[config.mk]
export PLATFORM = sky130hd
export DESIGN_NAME = scpd_top
export DESIGN_NICKNAME = d
export VERILOG_FILES = /design/src/scpd_pkg.sv /design/src/scpd_div_if.sv /design/src/scpd_divider.sv /design/src/scpd_top.sv
export SDC_FILE = /design/constraint.sdc
export NUM_CORES = 1
export LEC_CHECK = 0
export ABC_CLOCK_PERIOD_IN_PS = 5850
export BUFFER_PORTS_ARGS = -buffer_cell sky130_fd_sc_hd__buf_2
export CAP_MARGIN = 20
export CELL_PAD_IN_SITES_DETAIL_PLACEMENT = 1
export CELL_PAD_IN_SITES_GLOBAL_PLACEMENT = 2
export CORE_MARGIN = 1
export CORE_UTILIZATION = 36
export CTS_CLUSTER_DIAMETER = 150
export CTS_CLUSTER_SIZE = 25
export DETAILED_ROUTE_END_ITERATION = 7
export PLACE_DENSITY = 0.88
export SLEW_MARGIN = 10
export SYNTH_ARGS = -nofsm -noshare
export SYNTH_HDL_FRONTEND = slang
export SYNTH_SLANG_ARGS = --single-unit
[constraint.sdc]
create_clock -name mclk -period 5.85 [get_ports mclk]
set_input_delay 0.2925 -clock mclk [delete_from_list [all_inputs] [get_ports mclk]]
set_output_delay 0.2925 -clock mclk [all_outputs]
set_load 0.01 [all_outputs]
[src/scpd_pkg.sv]
// constants for the status pin clock divider block
package scpd_pkg;
  // ==========================================================
  // register indices (byte address is four times the index)
  localparam logic [7:0] IDX_ROUTE   = 8'h2d;
  localparam logic [7:0] IDX_DIV0    = 8'h2e;
  localparam logic [7:0] IDX_DIV1    = 8'h2f;
  localparam logic [7:0] IDX_SWRST   = 8'h30;
  localparam logic [7:0] IDX_STATE   = 8'h31;
  localparam int         ADDR_W      = 12;
  localparam logic [11:0] ADDR_ROUTE = {2'b00, IDX_ROUTE, 2'b00};
  localparam logic [11:0] ADDR_DIV0  = {2'b00, IDX_DIV0, 2'b00};
  localparam logic [11:0] ADDR_DIV1  = {2'b00, IDX_DIV1, 2'b00};
  localparam logic [11:0] ADDR_SWRST = {2'b00, IDX_SWRST, 2'b00};
  localparam logic [11:0] ADDR_STATE = {2'b00, IDX_STATE, 2'b00};
  // ==========================================================
  // route control fields
  localparam int PRE_B_LSB = 6;
  localparam int PRE_A_LSB = 4;
  localparam int PIN_B_LSB = 2;
  localparam int PIN_A_LSB = 0;
  localparam int SWRST_BIT = 0;
  localparam logic [7:0] ROUTE_RST = 8'h0a;
  localparam logic [7:0] DIV_RST   = 8'h00;
  // ==========================================================
  // encodings
  localparam logic [1:0] PRE_OFF  = 2'h0;
  localparam logic [1:0] PRE_BY4  = 2'h1;
  localparam logic [1:0] PRE_BY5  = 2'h2;
  localparam logic [1:0] PIN_DIV0 = 2'h0;
  localparam logic [1:0] PIN_DIV1 = 2'h1;
  localparam logic [1:0] PIN_STAT = 2'h2;
  localparam logic [1:0] PIN_OFF  = 2'h3;
  localparam logic [8:0] RATIO_OFF  = 9'h000;
  localparam logic [8:0] RATIO_FOUR = 9'h004;
  localparam logic [8:0] RATIO_FIVE = 9'h005;
  localparam logic [8:0] RATIO_MIN  = 9'h006;
  localparam logic [7:0] CODE_MINLIN = 8'h06;
endpackage : scpd_pkg

[src/scpd_div_if.sv]
// carrier between the top and one counting divider
`timescale 1ns/1ps
interface scpd_div_if;
  logic [8:0] ratio;
  logic       tick_in;
  logic       restart;
  logic       tick_out;
  logic       clk_lvl;
  modport div (input ratio, input tick_in, input restart, output tick_out, output clk_lvl);
  modport ctl (output ratio, output tick_in, output restart, input tick_out, input clk_lvl);
endinterface : scpd_div_if

[src/scpd_divider.sv]
// one counting divider: ratio 0 halts, else one output tick per ratio input ticks
`timescale 1ns/1ps
module scpd_divider (
  input  wire logic mclk,
  input  wire logic rst,
  scpd_div_if.div   d
);
  logic [8:0] cnt_r;
  logic [8:0] cnt_nxt;
  logic       lvl_r;
  logic       lvl_nxt;
  logic       wrap;

  assign wrap       = d.tick_in && (d.ratio != scpd_pkg::RATIO_OFF) && !d.restart
                      && (cnt_r >= d.ratio - 9'h001);
  assign d.tick_out = wrap;
  assign d.clk_lvl  = lvl_r;

  always_comb begin
    cnt_nxt = cnt_r;
    lvl_nxt = lvl_r;
    if (d.restart || d.ratio == scpd_pkg::RATIO_OFF) begin
      cnt_nxt = 9'h000;
      lvl_nxt = 1'b0;
    end else if (d.tick_in) begin
      cnt_nxt = wrap ? 9'h000 : cnt_r + 9'h001;
      // high for the first half of each output period
      lvl_nxt = (cnt_nxt < {1'b0, d.ratio[8:1]});
    end
  end

  always_ff @(posedge mclk or posedge rst) begin
    if (rst) begin
      cnt_r <= 9'h000;
      lvl_r <= 1'b0;
    end else begin
      cnt_r <= cnt_nxt;
      lvl_r <= lvl_nxt;
    end
  end

  halt_low_a: assert property (@(posedge mclk) disable iff (rst)
    (d.ratio == scpd_pkg::RATIO_OFF) |=> !lvl_r && cnt_r == 9'h000)
    else $error("halted divider still running");
  // a ratio lowered on the fly may leave the count above the new end, so check the wrap
  // at the exact end count and the restart from zero after it
  wrap_count_a: assert property (@(posedge mclk) disable iff (rst)
    (d.tick_in && !d.restart && d.ratio != scpd_pkg::RATIO_OFF && cnt_r == d.ratio - 9'h001)
      |-> d.tick_out ##1 cnt_r == 9'h000)
    else $error("divider wrapped at wrong count");
endmodule : scpd_divider

[src/scpd_top.sv]
// status pin clock routing and division with APB registers
`timescale 1ns/1ps
module scpd_top (
  input  wire logic        mclk,
  input  wire logic        rst,
  input  wire logic        psel,
  input  wire logic        penable,
  input  wire logic        pwrite,
  input  wire logic [11:0] paddr,
  input  wire logic [31:0] pwdata,
  output logic      [31:0] prdata,
  output logic             pready,
  output logic             pslverr,
  input  wire logic        synth_a_tick,
  input  wire logic        synth_b_tick,
  input  wire logic        status_a_in,
  input  wire logic        status_b_in,
  output logic             flag_pin_a,
  output logic             flag_pin_a_oe,
  output logic             flag_pin_b,
  output logic             flag_pin_b_oe
);
  // ==========================================================
  // code decoding
  function automatic logic [8:0] prescale_ratio(input logic [1:0] code);
    case (code)
      scpd_pkg::PRE_BY4: prescale_ratio = scpd_pkg::RATIO_FOUR;
      scpd_pkg::PRE_BY5: prescale_ratio = scpd_pkg::RATIO_FIVE;
      // reserved code treated as off
      default:           prescale_ratio = scpd_pkg::RATIO_OFF;
    endcase
  endfunction : prescale_ratio

  function automatic logic [8:0] out_ratio(input logic [7:0] code, input logic run);
    if (!run || code == 8'h00) begin
      out_ratio = scpd_pkg::RATIO_OFF;
    end else if (code < scpd_pkg::CODE_MINLIN) begin
      out_ratio = scpd_pkg::RATIO_MIN;
    end else begin
      out_ratio = {1'b0, code} + 9'h001;
    end
  endfunction : out_ratio

  function automatic logic pin_mux(input logic [1:0] sel, input logic c0,
                                   input logic c1, input logic st);
    case (sel)
      scpd_pkg::PIN_DIV0: pin_mux = c0;
      scpd_pkg::PIN_DIV1: pin_mux = c1;
      scpd_pkg::PIN_STAT: pin_mux = st;
      default:            pin_mux = 1'b0;
    endcase
  endfunction : pin_mux

  // ==========================================================
  // registers
  logic [7:0]  route_r, route_nxt;
  logic [7:0]  div0_r, div0_nxt;
  logic [7:0]  div1_r, div1_nxt;
  logic        run0_r, run0_nxt;
  logic        run1_r, run1_nxt;
  logic        restart_r, restart_nxt;
  logic [31:0] prdata_r, prdata_nxt;
  logic        pa_r, pa_nxt, pa_oe_r, pa_oe_nxt;
  logic        pb_r, pb_nxt, pb_oe_r, pb_oe_nxt;
  logic        wr_en, setup, hit;
  logic [1:0]  sel_pre_a, sel_pre_b, sel_pin_a, sel_pin_b;

  scpd_div_if pre_a ();
  scpd_div_if pre_b ();
  scpd_div_if odiv0 ();
  scpd_div_if odiv1 ();

  assign sel_pre_b = route_r[scpd_pkg::PRE_B_LSB +: 2];
  assign sel_pre_a = route_r[scpd_pkg::PRE_A_LSB +: 2];
  assign sel_pin_b = route_r[scpd_pkg::PIN_B_LSB +: 2];
  assign sel_pin_a = route_r[scpd_pkg::PIN_A_LSB +: 2];

  // ==========================================================
  // APB slave: zero wait states, error on unmapped address
  assign hit = (paddr == scpd_pkg::ADDR_ROUTE) || (paddr == scpd_pkg::ADDR_DIV0)
            || (paddr == scpd_pkg::ADDR_DIV1) || (paddr == scpd_pkg::ADDR_SWRST)
            || (paddr == scpd_pkg::ADDR_STATE);
  assign setup   = psel && !penable;
  assign wr_en   = psel && penable && pwrite && hit;
  assign pready  = 1'b1;
  assign pslverr = psel && penable && !hit;
  assign prdata  = prdata_r;

  always_comb begin
    route_nxt   = route_r;
    div0_nxt    = div0_r;
    div1_nxt    = div1_r;
    run0_nxt    = run0_r;
    run1_nxt    = run1_r;
    restart_nxt = 1'b0;
    prdata_nxt  = prdata_r;
    if (wr_en) begin
      if (paddr == scpd_pkg::ADDR_ROUTE) begin
        route_nxt = pwdata[7:0];
      end else if (paddr == scpd_pkg::ADDR_DIV0) begin
        div0_nxt = pwdata[7:0];
        // a zero halts until the next soft reset
        if (pwdata[7:0] == 8'h00) run0_nxt = 1'b0;
      end else if (paddr == scpd_pkg::ADDR_DIV1) begin
        div1_nxt = pwdata[7:0];
        if (pwdata[7:0] == 8'h00) run1_nxt = 1'b0;
      end else if (paddr == scpd_pkg::ADDR_SWRST) begin
        if (pwdata[scpd_pkg::SWRST_BIT]) begin
          restart_nxt = 1'b1;
          run0_nxt    = 1'b1;
          run1_nxt    = 1'b1;
        end
      end
    end
    if (setup) begin
      prdata_nxt = 32'h0000_0000;
      if (paddr == scpd_pkg::ADDR_ROUTE) begin
        prdata_nxt[7:0] = route_r;
      end else if (paddr == scpd_pkg::ADDR_DIV0) begin
        prdata_nxt[7:0] = div0_r;
      end else if (paddr == scpd_pkg::ADDR_DIV1) begin
        prdata_nxt[7:0] = div1_r;
      end else if (paddr == scpd_pkg::ADDR_STATE) begin
        prdata_nxt[5:0] = {run1_r, run0_r, pb_r, pa_r, odiv1.clk_lvl, odiv0.clk_lvl};
      end
    end
  end

  always_ff @(posedge mclk or posedge rst) begin
    if (rst) begin
      route_r   <= scpd_pkg::ROUTE_RST;
      div0_r    <= scpd_pkg::DIV_RST;
      div1_r    <= scpd_pkg::DIV_RST;
      run0_r    <= 1'b0;
      run1_r    <= 1'b0;
      restart_r <= 1'b0;
      prdata_r  <= 32'h0000_0000;
    end else begin
      route_r   <= route_nxt;
      div0_r    <= div0_nxt;
      div1_r    <= div1_nxt;
      run0_r    <= run0_nxt;
      run1_r    <= run1_nxt;
      restart_r <= restart_nxt;
      prdata_r  <= prdata_nxt;
    end
  end

  // ==========================================================
  // divider chain
  assign pre_a.ratio   = prescale_ratio(sel_pre_a);
  assign pre_a.tick_in = synth_a_tick;
  assign pre_a.restart = restart_r;
  assign pre_b.ratio   = prescale_ratio(sel_pre_b);
  assign pre_b.tick_in = synth_b_tick;
  assign pre_b.restart = restart_r;
  assign odiv0.ratio   = out_ratio(div0_r, run0_r);
  assign odiv0.tick_in = pre_a.tick_out;
  assign odiv0.restart = restart_r;
  assign odiv1.ratio   = out_ratio(div1_r, run1_r);
  assign odiv1.tick_in = pre_b.tick_out;
  assign odiv1.restart = restart_r;

  scpd_divider u_pre_a (.mclk(mclk), .rst(rst), .d(pre_a.div));
  scpd_divider u_pre_b (.mclk(mclk), .rst(rst), .d(pre_b.div));
  scpd_divider u_div0  (.mclk(mclk), .rst(rst), .d(odiv0.div));
  scpd_divider u_div1  (.mclk(mclk), .rst(rst), .d(odiv1.div));

  // ==========================================================
  // pin multiplexers, registered
  always_comb begin
    pa_nxt    = pin_mux(sel_pin_a, odiv0.clk_lvl, odiv1.clk_lvl, status_a_in);
    pa_oe_nxt = (sel_pin_a != scpd_pkg::PIN_OFF);
    pb_nxt    = pin_mux(sel_pin_b, odiv0.clk_lvl, odiv1.clk_lvl, status_b_in);
    pb_oe_nxt = (sel_pin_b != scpd_pkg::PIN_OFF);
  end

  always_ff @(posedge mclk or posedge rst) begin
    if (rst) begin
      pa_r    <= 1'b0;
      pa_oe_r <= 1'b1;
      pb_r    <= 1'b0;
      pb_oe_r <= 1'b1;
    end else begin
      pa_r    <= pa_nxt;
      pa_oe_r <= pa_oe_nxt;
      pb_r    <= pb_nxt;
      pb_oe_r <= pb_oe_nxt;
    end
  end

  assign flag_pin_a    = pa_r;
  assign flag_pin_a_oe = pa_oe_r;
  assign flag_pin_b    = pb_r;
  assign flag_pin_b_oe = pb_oe_r;

  // ==========================================================
  // checks
  reserved_pre_a: assert property (@(posedge mclk) disable iff (rst)
    (sel_pre_a == 2'h3 || sel_pre_b == 2'h3) |-> !(sel_pre_a == 2'h3 && pre_a.tick_out)
      && !(sel_pre_b == 2'h3 && pre_b.tick_out))
    else $error("reserved prescale code produced a tick");
  pin_a_route_a: assert property (@(posedge mclk) disable iff (rst)
    (sel_pin_a == scpd_pkg::PIN_DIV1) |=> (flag_pin_a == $past(odiv1.clk_lvl)) && flag_pin_a_oe)
    else $error("pin a not following divider one");
  pin_b_route_a: assert property (@(posedge mclk) disable iff (rst)
    (sel_pin_b == scpd_pkg::PIN_STAT) |=> (flag_pin_b == $past(status_b_in)))
    else $error("pin b not carrying status");
  pin_off_a: assert property (@(posedge mclk) disable iff (rst)
    (sel_pin_b == scpd_pkg::PIN_OFF) |=> !flag_pin_b_oe)
    else $error("disabled pin b still driven");
  zero_halts_a: assert property (@(posedge mclk) disable iff (rst)
    (wr_en && paddr == scpd_pkg::ADDR_DIV0 && pwdata[7:0] == 8'h00)
      |=> !run0_r && odiv0.ratio == scpd_pkg::RATIO_OFF)
    else $error("divider zero not halted by zero write");
  soft_restart_a: assert property (@(posedge mclk) disable iff (rst)
    (wr_en && paddr == scpd_pkg::ADDR_SWRST && pwdata[0]) |=> restart_r && run0_r ##1 !restart_r)
    else $error("soft reset pulse wrong");
  small_code_a: assert property (@(posedge mclk) disable iff (rst)
    (run0_r && div0_r != 8'h00 && div0_r < 8'h06) |-> odiv0.ratio == 9'h006)
    else $error("small code not dividing by six");
endmodule : scpd_top

# After elaboration in Yosys (flattened, before gate mapping)
# Cells that the tools add are included.
dict set report totals {
  in_bits 53
  reg_bits 77
  word_cells 154
}
dict set report classes {
  bitwise_logic 2
  n_mux 41
  n_lt_le_gt_ge 8
  n_addsub 10
  n_eq_ne 18
  n_reduce_logical 58
}
# op n
set op_table {}
lappend op_table {{two-way mux 9 bit} 16}
lappend op_table {{equality test 12 x 8 -> 1 bit (second input constant)} 5}
lappend op_table {{adder 9 x 1 -> 9 bit (second input constant)} 4}
lappend op_table {{greater-or-equal comparator 9 bit} 4}
lappend op_table {{zero test 9 bit} 4}
lappend op_table {{nonzero test 9 bit} 4}
lappend op_table {{zero test 8 bit} 3}
lappend op_table {{adder 8 x 1 -> 9 bit (second input constant)} 2}
lappend op_table {{less-than comparator 9 x 8 -> 1 bit} 2}
lappend op_table {{subtractor 9 x 1 -> 9 bit (second input constant)} 2}
lappend op_table {{logical AND 1 bit} 17}
lappend op_table {{less-than comparator 8 x 3 -> 1 bit (second input constant)} 2}
lappend op_table {{two-way mux 1 bit} 16}
lappend op_table {{two-way mux 8 bit} 2}
lappend op_table {{nonzero test 2 bit} 8}
lappend op_table {{two-way mux 6 bit} 2}
lappend op_table {{case mux 3 bit (2 select lines)} 2}
lappend op_table {{AND reduction 6 bit} 2}
lappend op_table {{logical OR 1 bit} 10}
lappend op_table {{equality test 2 x 1 -> 1 bit (second input constant)} 4}
lappend op_table {{equality test 2 bit (second input constant)} 4}
lappend op_table {{!= test 2 bit (second input constant)} 4}
lappend op_table {{subtractor 3 x 1 -> 4 bit (second input constant)} 2}
lappend op_table {{case mux 1 bit (3 select lines)} 2}
lappend op_table {{8 further kinds} 14}

# Logic depth before layout (Yosys ltp)
# Gate-level depths: netlist (run 1).
dict set report depth {
  depth_word 13
  depth_mapped 27
}

# Cells and area by module
# A second synthesis (run 1) with hierarchy kept.
dict set report unflattened {
  hier_cells 834
  area_unflattened_um2 7279.5
}
# module cells_per_inst seq_area_each_um2 instances area_each_um2
set modules_own_cells {}
lappend modules_own_cells {scpd_top 266 980.9 1 2592.5}
lappend modules_own_cells {{scpd_divider (u_div0)} 142 250.2 1 1197.4}
lappend modules_own_cells {{scpd_divider (u_div1)} 146 250.2 1 1173.6}
lappend modules_own_cells {{scpd_divider (u_pre_b)} 143 250.2 1 1158.6}
lappend modules_own_cells {{scpd_divider (u_pre_a)} 137 250.2 1 1157.4}

# Worst setup path before layout (run 1)
# No wires, ideal clock.
dict set report synth_timing {
  path_type {register to register}
  from {reg div1_r[3]}
  to {reg u_div1.lvl_r (netlist: u_div1.d.clk_lvl)}
  arrival_ps 5001
  period_less_slack_ps 5079
  path_stages_with_launch 26
  slack_ps 771
  setup_ps 77
  path_buffers 2
  cell_sequence {dfrtp_1 buf_6 or4_4 or4b_1 o211a_1 inv_1 ha_1 and2_2 nand2_4 nor2_1 xor2_1 ha_1 and4_1 a2111oi_0 o21ba_2 buf_2 nor3_4 nor2_1 ha_1 a21oi_1 nor2_1 a211oi_1 o22ai_1 a2111oi_0 nand2_1 a21oi_1}
}
dict set report synth_via {
  elab_chain_len 11
  elab_cells_between_ends 19
  cone_classes {add/sub (2); order compare (3); mux (5); reduce/logical (9)}
}
# element line
set synth_lines {}
lappend synth_lines {{start, declared} scpd_top.sv:58} ;# logic [7:0] div1_r, div1_nxt;
lappend synth_lines {{start signal, assigned} scpd_top.sv:133} ;# div1_r <= scpd_pkg::DIV_RST;
lappend synth_lines {{start signal, assigned} scpd_top.sv:141} ;# div1_r <= div1_nxt;
lappend synth_lines {{adder 8 x 1 -> 9 bit (tied with other cells)} scpd_top.sv:40} ;# out_ratio = {1'b0, code} + 9'h001;
lappend synth_lines {{two-way mux 9 bit / logical OR 1 bit (equally long branches)} {scpd_top.sv:37, scpd_top.sv:35}}
lappend synth_lines {{two-way mux 9 bit (*)} scpd_top.sv:35} ;# if (!run || code == 8'h00) begin
lappend synth_lines {{branches (longest 8 deep; another with subtractor 9 x 1 -> 9 bit)} -}
lappend synth_lines {{end signal, assigned} scpd_divider.sv:38} ;# lvl_r <= lvl_nxt;
lappend synth_lines {{end, declared} scpd_divider.sv:10} ;# logic lvl_r;
# Mark *: on every way between the ends. The select of a mux whose other input is x is not followed.
# A chain may end at the register's enable or synchronous reset.

# Worst setup path after layout (run 1)
dict set report layout_timing {
  from {reg div1_r[4]}
  to {reg u_div1.lvl_r (netlist: u_div1.d.clk_lvl)}
}
# The elaborated chain is that of the path after synthesis.

==> results of run 1 <==
[kinds of logic (layout without fill, tap and decap cells)]
kind of cell    count (synthesis)  after routing  share of synthesized area (%)
flops                          77             77                           30.8
xor+xnor                       44             44                           6.15
buf+inv                        85             99                           6.98
fa+ha+maj                      64             64                           12.8
other cells                     2             25                          0.120
simple gates                  260            260                           21.0
compound gates                151            151                           16.8
mux                            31             31                           5.43
[worst max-delay path, cell delays in order, from the launching register on]
cell and delay, ns:
dfrtp_1 0.49, or4_4 0.60, or4b_1 0.51, o211a_1 0.18, inv_1 0.07, ha_1 0.19, and2_2 0.19, nand2_4 0.07
nor2_1 0.12, xor2_1 0.18, ha_1 0.27, and4_1 0.21, a2111oi_2 0.38, o21ba_2 0.24, nor3_4 0.07, nor2_1 0.14
ha_1 0.25, a21oi_1 0.16, nor2_1 0.06, a211oi_1 0.20, o22ai_1 0.13, a2111oi_1 0.42, nand2_1 0.11, a21oi_1 0.14
[stage by stage]
stage          hold slack (ns)  setup slack, ns  setup TNS, ns  area, sq um  utilization, %
6_report                 0.180            0.403              0         6920            41.1
5_1_grt                  0.193           -0.110         -0.110         6920            41.1
4_1_cts                  0.166            0.219              0         6860            40.8
3_5_place_dp             0.458            0.258              0         6580            39.1
3_3_place_gp             0.463            0.509              0         6580            39.1
2_1_floorplan            0.439            0.771              0         6360               -
[path summary, 6_finish.rpt]
kind,endpoint,from,depth (start not counted),slack [ns]
max reg2reg,u_div1.d.clk_lvl$_DFFE_PP0P_,div1_r[4]$_DFFE_PP0P_,23,0.40
max in group asynchronous,flag_pin_a_oe$_DFF_PP1_,rst,5,4.70
min reg2reg,flag_pin_a_oe$_DFF_PP1_,route_r[1]$_DFFE_PP1P_,1,0.48
min,flag_pin_a$_DFF_PP0_,status_a_in,3,0.18
min in group asynchronous,u_div1.d.clk_lvl$_DFFE_PP0P_,rst,4,0.50
max,u_div1.d.clk_lvl$_DFFE_PP0P_,div1_r[4]$_DFFE_PP0P_,23,0.40
[layout make-up]
type                            count  share of cell area, %
Tap cell                          220                   3.98
Multi-Input combinational cell    575                   57.8
Clock buffer                        9                   3.26
Inverter                           32                   1.79
Timing Repair Buffer               51                   4.43
Sequential cell                    77                   27.9
Clock inverter                      7                  0.832
[power by group through the flow]
stage | clock [mW] | combinational [mW] | sequential (mW)
3_5_place_dp | 0 | 0.0603 | 0.553
4_1_cts | 0.567 | 0.0607 | 0.543
2_1_floorplan | 0 | 0.0392 | 0.555
3_3_place_gp | 0 | 0.0582 | 0.552
6_report | 0.549 | 0.0634 | 0.543
5_1_grt | 0.585 | 0.0712 | 0.543
[routing by layer]
layer	up-vias	global-route usage, %
met5	-	0
li1	2583	-
met3	23	3.33
met2	73	34.9
met1	2631	23.8
met4	0	7.70
[state kept, by name (all words and copies together), names as in the netlist, 8 cells and up]
name	cells
u_div1.cnt_r	9
prdata	8
div1_r	8
u_div0.cnt_r	9
u_pre_a.cnt_r	9
route_r	8
u_pre_b.cnt_r	9
div0_r	8
[cells in the final DEF, fill, tap and decap left out, types with 4 or more instances in the layout]
cell type	count
nor2_1	63
conb_1	25
nand3b_1	7
nor4_1	7
buf_2	41
dfrtp_1	72
inv_1	30
buf_4	7
nand2_1	65
mux2i_1	7
nor2b_1	8
a22o_1	11
a21oi_1	34
o21ai_0	29
o21a_1	7
nand2b_1	10
a31oi_1	13
o21bai_1	4
mux2_2	24
nor3_1	14
clkbuf_16	9
nand3_1	39
ha_1	64
xor2_1	18
a211oi_1	6
dfstp_2	4
nand4_1	8
or3_1	6
xnor2_1	26
and3_1	11
a221oi_1	6
a21o_1	7
[timing repair]
item | CTS | global route
hold endpoints to repair | 0 | 13
endpoints found under the setup margin | 0 | 1
hold buffers | 0 | 1
resized for setup | 0 | 4
==> impl_metrics.env, run 1 <==
export IMPL_met3_length_um=423
export IMPL_wl_per_cell_um=17.1
export IMPL_fmax_mhz=184
export IMPL_worst_setup_path_type="reg -> reg"
export IMPL_synth_edf_count=0
export IMPL_synth_top_area_share_pct=29.1
export IMPL_async_reset_ff_share_pct=100
export IMPL_nNetsFinal=863
export IMPL_drv_cap=0
export IMPL_grt_usage_pct=19.8
export IMPL_max_slew_margin_pct=32.4
export IMPL_rows=47
export IMPL_p_total_mw=1.15
export IMPL_synth_yosys_seq_area_share_pct=30.8
export IMPL_clockRootBuffer="clkbuf_16"
export IMPL_clk_pin_slew_worst_paths_ns=0.07
export IMPL_dr_pass1_iters=4
export IMPL_synthToLayoutAreaGrowth_pct=10.3
export IMPL_status="completed"
export IMPL_vias=5310
export IMPL_cp_arrival_ns=5.72
export IMPL_ios=91
export IMPL_hold_viol=0
export IMPL_synth_area_top_cells="dfrtp_1, ha_1, mux2_2, nand2_1, nor2_1"
export IMPL_layout_drive_gt1_share_pct=15.6
export IMPL_cp_required_ns=6.12
export IMPL_vdd_drop_max_mv=0.121
export IMPL_via_per_inst=5.47
export IMPL_synth_ff_type="dfrtp_1"
export IMPL_cts_max_level=3
export IMPL_drv_slew=0
export IMPL_fin_skew_ns=0.0101
export IMPL_synth_seq_cells=77
export IMPL_p_sw_mw=0.302
export IMPL_synthesis_area_sq_um=6270
export IMPL_power_density_nw_per_um2=167
export IMPL_yosysWarnings=0
export IMPL_numPortBuffers=41
export IMPL_drt_iter0_markers=211
export IMPL_startpoint_type="flop"
export IMPL_ant_nets=0
export IMPL_finalCritPeriodShare_pct=93.1
export IMPL_synthDistinctLibCells=73
export IMPL_start_util_pct=37.3
export IMPL_wl_met1_um=7270
export IMPL_antenna_found_initial=0
export IMPL_netSwitchingFraction_pct=26.1
export IMPL_comb_power_share_pct=5.5
export IMPL_grt_pass1_wl_um=28200
export IMPL_sequentialPowerShare_pct=47.0
export IMPL_worstSetupEndpointType="flop"
export IMPL_setup_violations=0
export IMPL_yosysMostFrequentCell="dfrtp_1"
export IMPL_routed_top_layer="met4"
export IMPL_grt_pass1_vias=5677
export IMPL_worstPathMaxFanout=8
export IMPL_core_area_sq_um=16800
export IMPL_yosys_area_top_type="dfrtp_1"
export IMPL_gp_congestion=0.857
export IMPL_clock_power_share_pct=47.5
export IMPL_antennaDiodeCount=0
export IMPL_clk_latency_ns=0.35
export IMPL_fillers=2004
export IMPL_worst_hold_path_type="in -> reg"
export IMPL_post_cts_buffers=0
export IMPL_clock_sinks=77
export IMPL_dp_final_hpwl_um=12800
export IMPL_tightest_slew_ns=1.01
export IMPL_cts_tree="yes"
export IMPL_intPower_mw=0.853
export IMPL_instances_no_fill=971
export IMPL_synthCells=714
export IMPL_syn_area_per_cell_sq_um=8.78
export IMPL_dieHeight_um=134
export IMPL_dp_cells=952
export IMPL_cts_buffer_depth=2
export IMPL_power_leakage_nw=3.21
export IMPL_route_met2_wl_um=8460
export IMPL_fp_dieArea_sq_um=18000
export IMPL_die_width_um=134
export IMPL_multi_input_area_sq_um=4000
export IMPL_seqCellArea_sq_um=1930
export IMPL_synthTopCellsByCount="dfrtp_1, nand2_1, ha_1"
export IMPL_drt_wl_total_um=16600
export IMPL_min_period_ns=5.45
export IMPL_numCtsBuffers=9
export IMPL_grt_overflow_total=0
export IMPL_grt_max_degree=78
export IMPL_drc=0
Note: power is estimated with default switching activity, not from simulation.
==> inputs of run 2 (changes only) <==
--- a/config.mk
+++ b/config.mk
@@ -8,14 +8,14 @@
 export ABC_CLOCK_PERIOD_IN_PS = 5850
 export BUFFER_PORTS_ARGS = -buffer_cell sky130_fd_sc_hd__buf_2
 export CAP_MARGIN = 20
-export CELL_PAD_IN_SITES_DETAIL_PLACEMENT = 1
-export CELL_PAD_IN_SITES_GLOBAL_PLACEMENT = 2
+export CELL_PAD_IN_SITES_DETAIL_PLACEMENT = 0
+export CELL_PAD_IN_SITES_GLOBAL_PLACEMENT = 1
 export CORE_MARGIN = 1
-export CORE_UTILIZATION = 36
+export CORE_UTILIZATION = 44
 export CTS_CLUSTER_DIAMETER = 150
 export CTS_CLUSTER_SIZE = 25
 export DETAILED_ROUTE_END_ITERATION = 7
-export PLACE_DENSITY = 0.88
+export PLACE_DENSITY = 0.87
 export SLEW_MARGIN = 10
 export SYNTH_ARGS = -nofsm -noshare
 export SYNTH_HDL_FRONTEND = slang
==> impl_metrics.env, run 2 (same netlist as run 1, synthesis figures left out) <==
export IMPL_dieHeight_um=121
export IMPL_power_leakage_nw=3.22
export IMPL_worstPathMaxFanout=9
export IMPL_drt_wl_total_um=14500
export IMPL_fillers=1332
export IMPL_antenna_found_initial=0
export IMPL_drv_slew=0
export IMPL_finalSetupTns_ns=0
export IMPL_grt_max_degree=78
export IMPL_drv_cap=0
export IMPL_ios=91
export IMPL_core_area_sq_um=13900
export IMPL_fmax_mhz=187
export IMPL_max_slew_margin_pct=30.8
export IMPL_setup_violations=0
export IMPL_grt_overflow_total=0
export IMPL_clockRootBuffer="clkbuf_16"
export IMPL_slowest_stage="or4_4"
export IMPL_synthToLayoutAreaGrowth_pct=9.86
export IMPL_cts_tree="yes"
export IMPL_fp_dieArea_sq_um=14700
export IMPL_worst_setup_path_type="reg -> reg"
export IMPL_start_util_pct=45.2
export IMPL_numCtsBuffers=9
export IMPL_ant_nets=0
export IMPL_tightest_slew_ns=1.03
export IMPL_rsz0062_at_grt="false"
export IMPL_layout_drive_gt1_share_pct=15.6
export IMPL_vias=5337
export IMPL_gp_congestion=0.882
export IMPL_clk_pin_slew_worst_paths_ns=0.07
export IMPL_crit_buf_inv=1
export IMPL_drt_iter0_markers=257
export IMPL_dr_pass1_iters=6
export IMPL_cp_required_ns=6.12
export IMPL_cts_max_level=3
export IMPL_die_width_um=121
export IMPL_grt_pass1_wl_um=24400
export IMPL_power_density_nw_per_um2=171
export IMPL_final_common_cell="dfrtp_1"
export IMPL_vdd_drop_max_mv=0.140
export IMPL_worstPathCellList="or4_4, or4b_1, o211a_1, inv_1, ha_1, and2_2, nand2_4, nor2_1, xor2_1, ha_1, and4_1, a2111oi_2, o21ba_2, nor3_4, nor2_1, ha_1, nand2_1, nor2_1, a211oi_1, o22ai_1, a2111oi_2, nand2_1, a21oi_1"
export IMPL_dp_final_hpwl_um=10900
export IMPL_finalInstanceArea_sq_um=6890
export IMPL_grt_pass1_vias=5126
export IMPL_finalCritPeriodShare_pct=91.4
export IMPL_antennaDiodeCount=0
export IMPL_rows=43
export IMPL_grt_usage_pct=20.9
export IMPL_layout_common_cells="dfrtp_1, nand2_1, ha_1, nor2_1, buf_2"
export IMPL_fin_skew_ns=0.00760
export IMPL_clock_sinks=77
export IMPL_cp_arrival_ns=5.62
export IMPL_cts_buffer_depth=2
export IMPL_place_area_sq_um=6530
export IMPL_numPortBuffers=41
export IMPL_clk_latency_ns=0.35
export IMPL_nNetsFinal=864
export IMPL_drc=0
export IMPL_wl_per_cell_um=15.6
export IMPL_worstSetupEndpointType="flop"
export IMPL_via_per_inst=5.73
export IMPL_hold_worst_slack_ns=0.201
export IMPL_cpLargestDelayFamily="simple AND/OR/NAND/NOR gates"
export IMPL_hold_viol=0
export IMPL_slowest_delay_ns=0.61
export IMPL_status="completed"
export IMPL_worst_hold_path_type="in -> reg"
export IMPL_startpoint_type="flop"
export IMPL_min_period_ns=5.35
run 2: cell types whose count changed in the layout (fill, tap and decap cells not counted), sizes merged:
cell and delta:
clkbuf +1, inv -2, bufinv +1, buf +1
run 2: layout make-up:
cell class | instances | area, sq um | area share [%]
clock buffer | 10 | 229 | 3.32
clock inverter | 6 | 71.3 | 1.04
inverter | 32 | 124 | 1.80
multi-input combinational | 575 | 4000 | 58.1
sequential | 77 | 1930 | 28.0
tap | 180 | 225 | 3.27
timing repair buffer | 52 | 308 | 4.47
run 2: repair_timing:
item / CTS / global route
setup endpoints to repair: 0 / 1
gates resized for setup: 0 / 4
endpoints found under the hold margin: 0 / 13
hold buffers: 0 / 1
setup buffers: 0 / 0
run 2: path summary, 6_finish.rpt:
| path | cells past startpoint | slack (ns) | startpoint | to |
|---|---|---|---|---|
| worst max-delay path | 23 | 0.50 | div1_r[3]$_DFFE_PP0P_ | u_div1.d.clk_lvl$_DFFE_PP0P_ |
| worst min-delay path | 3 | 0.20 | status_a_in | flag_pin_a$_DFF_PP0_ |
| worst max register to register | 23 | 0.50 | div1_r[3]$_DFFE_PP0P_ | u_div1.d.clk_lvl$_DFFE_PP0P_ |
| worst min register to register | 1 | 0.48 | route_r[1]$_DFFE_PP1P_ | flag_pin_a_oe$_DFF_PP1_ |
| max in group asynchronous | 5 | 4.73 | rst | route_r[1]$_DFFE_PP1P_ |
| min in group asynchronous | 4 | 0.50 | rst | prdata[4]$_DFFE_PP0P_ |
run 2: tightest hold or removal path, delay by kind of cell:
family / cells / cell delay, ns
buffers and inverters: 1 / 0.08
AO/OA/AOI/OAI: 1 / 0.07
AND/OR/NAND/NOR: 1 / 0.06
run 2: layer usage:
metal	vias to the layer above	track usage (%)	part of all wire, %
met3	19	4.28	4.4
met1	2600	27.1	46
met2	135	34.3	48
met5	-	0	0
li1	2583	-	-
met4	0	6.94	1.7
run 2: through the flow:
| stage | std cells | worst slack (ns) | util [%] | power, mW |
|---|---|---|---|---|
| 3_3_place_gp | 912 | 0.572 | 47.0 | 0.609 |
| 5_1_grt | 932 | 0.0884 | 49.6 | 1.22 |
| 3_5_place_dp | 912 | 0.444 | 47.0 | 0.611 |
| 6_report | 932 | 0.503 | 49.6 | 1.18 |
| 4_1_cts | 928 | 0.371 | 49.2 | 1.19 |
| 2_1_floorplan | 737 | 0.771 | - | 0.595 |
run 2: report_power, final:
part	switching [mW]	leakage, nW	total [mW]	internal (mW)
combinational	0.0406	2.04	0.0609	0.0203
clock	0.243	0.139	0.577	0.334
sequential	0.00362	1.05	0.543	0.539
==> inputs of run 3 (changes only) <==
--- a/config.mk
+++ b/config.mk
@@ -5,17 +5,18 @@
 export SDC_FILE = /design/constraint.sdc
 export NUM_CORES = 1
 export LEC_CHECK = 0
-export ABC_CLOCK_PERIOD_IN_PS = 5850
+export ABC_CLOCK_PERIOD_IN_PS = 4500
 export BUFFER_PORTS_ARGS = -buffer_cell sky130_fd_sc_hd__buf_2
 export CAP_MARGIN = 20
 export CELL_PAD_IN_SITES_DETAIL_PLACEMENT = 0
 export CELL_PAD_IN_SITES_GLOBAL_PLACEMENT = 1
 export CORE_MARGIN = 1
-export CORE_UTILIZATION = 44
+export CORE_UTILIZATION = 40
 export CTS_CLUSTER_DIAMETER = 150
 export CTS_CLUSTER_SIZE = 25
 export DETAILED_ROUTE_END_ITERATION = 7
-export PLACE_DENSITY = 0.87
+export GPL_ROUTABILITY_DRIVEN = 0
+export PLACE_DENSITY = 0.84
 export SLEW_MARGIN = 10
 export SYNTH_ARGS = -nofsm -noshare
 export SYNTH_HDL_FRONTEND = slang
==> constraint.sdc (replaced) <==
create_clock -name mclk -period 4.5 [get_ports mclk]
set_input_delay 0.225 -clock mclk [delete_from_list [all_inputs] [get_ports mclk]]
set_output_delay 0.225 -clock mclk [all_outputs]
set_load 0.01 [all_outputs]
==> impl_metrics.env, run 3 (same netlist as run 1, synthesis figures left out) <==
export IMPL_grt_overflow_total=0
export IMPL_grt_max_degree=62
export IMPL_power_leakage_nw=3.55
export IMPL_ios=91
export IMPL_vdd_drop_max_mv=0.152
export IMPL_place_area_sq_um=7000
export IMPL_numCtsBuffers=9
export IMPL_finalCritPeriodShare_pct=104
export IMPL_fp_dieArea_sq_um=16200
export IMPL_numPortBuffers=41
export IMPL_fmax_mhz=214
export IMPL_worst_setup_path_type="reg -> reg"
export IMPL_synthToLayoutAreaGrowth_pct=18.4
export IMPL_cts_buffer_depth=2
export IMPL_clk_latency_ns=0.36
export IMPL_via_per_inst=5.27
export IMPL_clockRootBuffer="clkbuf_16"
export IMPL_endpoint="u_div1.d.clk_lvl$_DFFE_PP0P_"
export IMPL_tightest_slew_ns=0.980
export IMPL_setup_violations=2
export IMPL_fin_skew_ns=0.00758
export IMPL_ant_nets=0
export IMPL_nNetsFinal=915
export IMPL_cp_arrival_ns=4.92
export IMPL_grt_pass1_wl_um=24700
export IMPL_finalSetupTns_ns=-0.211
export IMPL_max_slew_margin_pct=34.2
export IMPL_worstPathMaxFanout=6
export IMPL_r2r_setup_slack_ns=-0.18
export IMPL_drt_iter0_markers=400
export IMPL_wl_per_cell_um=14.6
export IMPL_startpoint_type="flop"
export IMPL_vias=5343
export IMPL_power_density_nw_per_um2=203
export IMPL_layout_common_cells="dfrtp_1, nand2_1, nor2_1, ha_1, buf_4"
export IMPL_grt_pass1_vias=5054
export IMPL_drv_cap=0
export IMPL_clk_pin_slew_worst_paths_ns=0.07
export IMPL_startpoint="div1_r[5]$_DFFE_PP0P_"
export IMPL_rows=45
export IMPL_rsz0062_at_grt="true"
export IMPL_die_width_um=127
export IMPL_drv_slew=0
export IMPL_status="finished with violations"
export IMPL_dp_final_hpwl_um=11300
export IMPL_antenna_found_initial=0
export IMPL_drt_wl_total_um=14800
export IMPL_violations="negative setup slack"
export IMPL_final_common_cell="dfrtp_1"
export IMPL_start_util_pct=41.1
export IMPL_grt_usage_pct=19.2
export IMPL_pre_cts_slack_ns=-0.226
export IMPL_layout_drive_gt1_share_pct=22.9
export IMPL_worstRegToRegCells=23
export IMPL_worst_hold_path_type="in -> reg"
export IMPL_hold_viol=0
export IMPL_utilization_pct=48.7
export IMPL_cp_required_ns=4.74
export IMPL_worstSetupEndpointType="flop"
export IMPL_antennaDiodeCount=0
export IMPL_cts_tree="yes"
export IMPL_clock_sinks=77
export IMPL_finalInstanceArea_sq_um=7420
export IMPL_dr_pass1_iters=5
export IMPL_finalWorstSetupSlack_ns=-0.177
export IMPL_core_area_sq_um=15300
export IMPL_r2r_start="div1_r[5]$_DFFE_PP0P_"
export IMPL_min_period_ns=4.68
export IMPL_p_total_mw=1.51
export IMPL_dieHeight_um=127
export IMPL_cts_max_level=3
export IMPL_drc=0
export IMPL_r2r_end="u_div1.d.clk_lvl$_DFFE_PP0P_"
## run 3: cell types whose count changed in the layout (fill, tap and decap cells not counted), sizes merged
cell,delta
clkbuf,-1
inv,+2
buf,+51
bufinv,-1
clkinvlp,-1
clkinv,+1
## run 3: worst min-delay path by stage
stage                startpoint                           end  slack (ns)  depth (start not counted)
finish              status_a_in          flag_pin_a$_DFF_PP0_        0.11                          3
global route        status_a_in          flag_pin_a$_DFF_PP0_        0.12                          3
CTS                 status_b_in          flag_pin_b$_DFF_PP0_        0.09                          3
detailed placement          rst  u_pre_b.cnt_r[4]$_DFFE_PP0P_        0.20                          2
global placement            rst  u_pre_b.cnt_r[4]$_DFFE_PP0P_        0.19                          2
floorplan           status_a_in          flag_pin_a$_DFF_PP0_        0.37                          2
## run 3: area by class of cell
| cell class | count | area [sq um] |
|---|---|---|
| well taps | 211 | 264 |
| multi-input cells | 575 | 4140 |
| inverters | 32 | 124 |
| fillers | 1481 | 7830 |
| repair buffers | 103 | 673 |
| flip-flops and latches | 77 | 1930 |
| clock inverters | 7 | 67.6 |
| clock buffers | 9 | 225 |
## run 3: what timing repair did
| action | CTS | global route |
|---|---|---|
| setup endpoints to repair | 2 | 4 |
| setup buffers | 2 | 1 |
| endpoints found under the hold margin | 16 | 0 |
| pin swaps | 14 | 2 |
| hold buffers | 1 | 0 |
| gates resized for setup | 11 | 9 |
## run 3: layer usage
| layer | up-vias | global-route usage (%) | part of all wire, % | wire, um |
|---|---|---|---|---|
| met5 | - | 0 | 0 | 0 |
| met4 | 0 | 7.49 | 2.4 | 357 |
| met3 | 21 | 3.22 | 2.7 | 402 |
| met2 | 84 | 30.5 | 46 | 6810 |
| met1 | 2534 | 26.1 | 49 | 7200 |
| li1 | 2704 | - | - | - |
## run 3: worst max-delay path, stage by stage, from the launching register on
cell and delay [ns]:
dfrtp_1 0.38, or4_4 0.54, or4b_1 0.47, o211a_1 0.16
inv_1 0.09, ha_4 0.14, and2_4 0.15, nand2_4 0.05
nor2_2 0.09, xor2_1 0.07, ha_1 0.29, and4_1 0.22
a2111oi_4 0.09, o21ba_4 0.25, nor3_4 0.22, buf_4 0.17
nor2_2 0.04, ha_1 0.30, nand3_1 0.09, or3_1 0.40
o22ai_1 0.19, a2111oi_2 0.07, nand2_1 0.06, a21oi_1 0.06
## run 3: per-stage QoR
stage | hold WS, ns | instances
detailed placement | 0.198 | 994
global route | 0.121 | 1014
floorplan | 0.372 | 737
global placement | 0.190 | 994
finish | 0.106 | 1014
CTS | 0.0935 | 1013
## run 3: where the power goes
group	switching [mW]	internal, mW
Combinational	0.0542	0.0245
Clock	0.339	0.386
Sequential	0.00458	0.701
Total	0.398	1.11
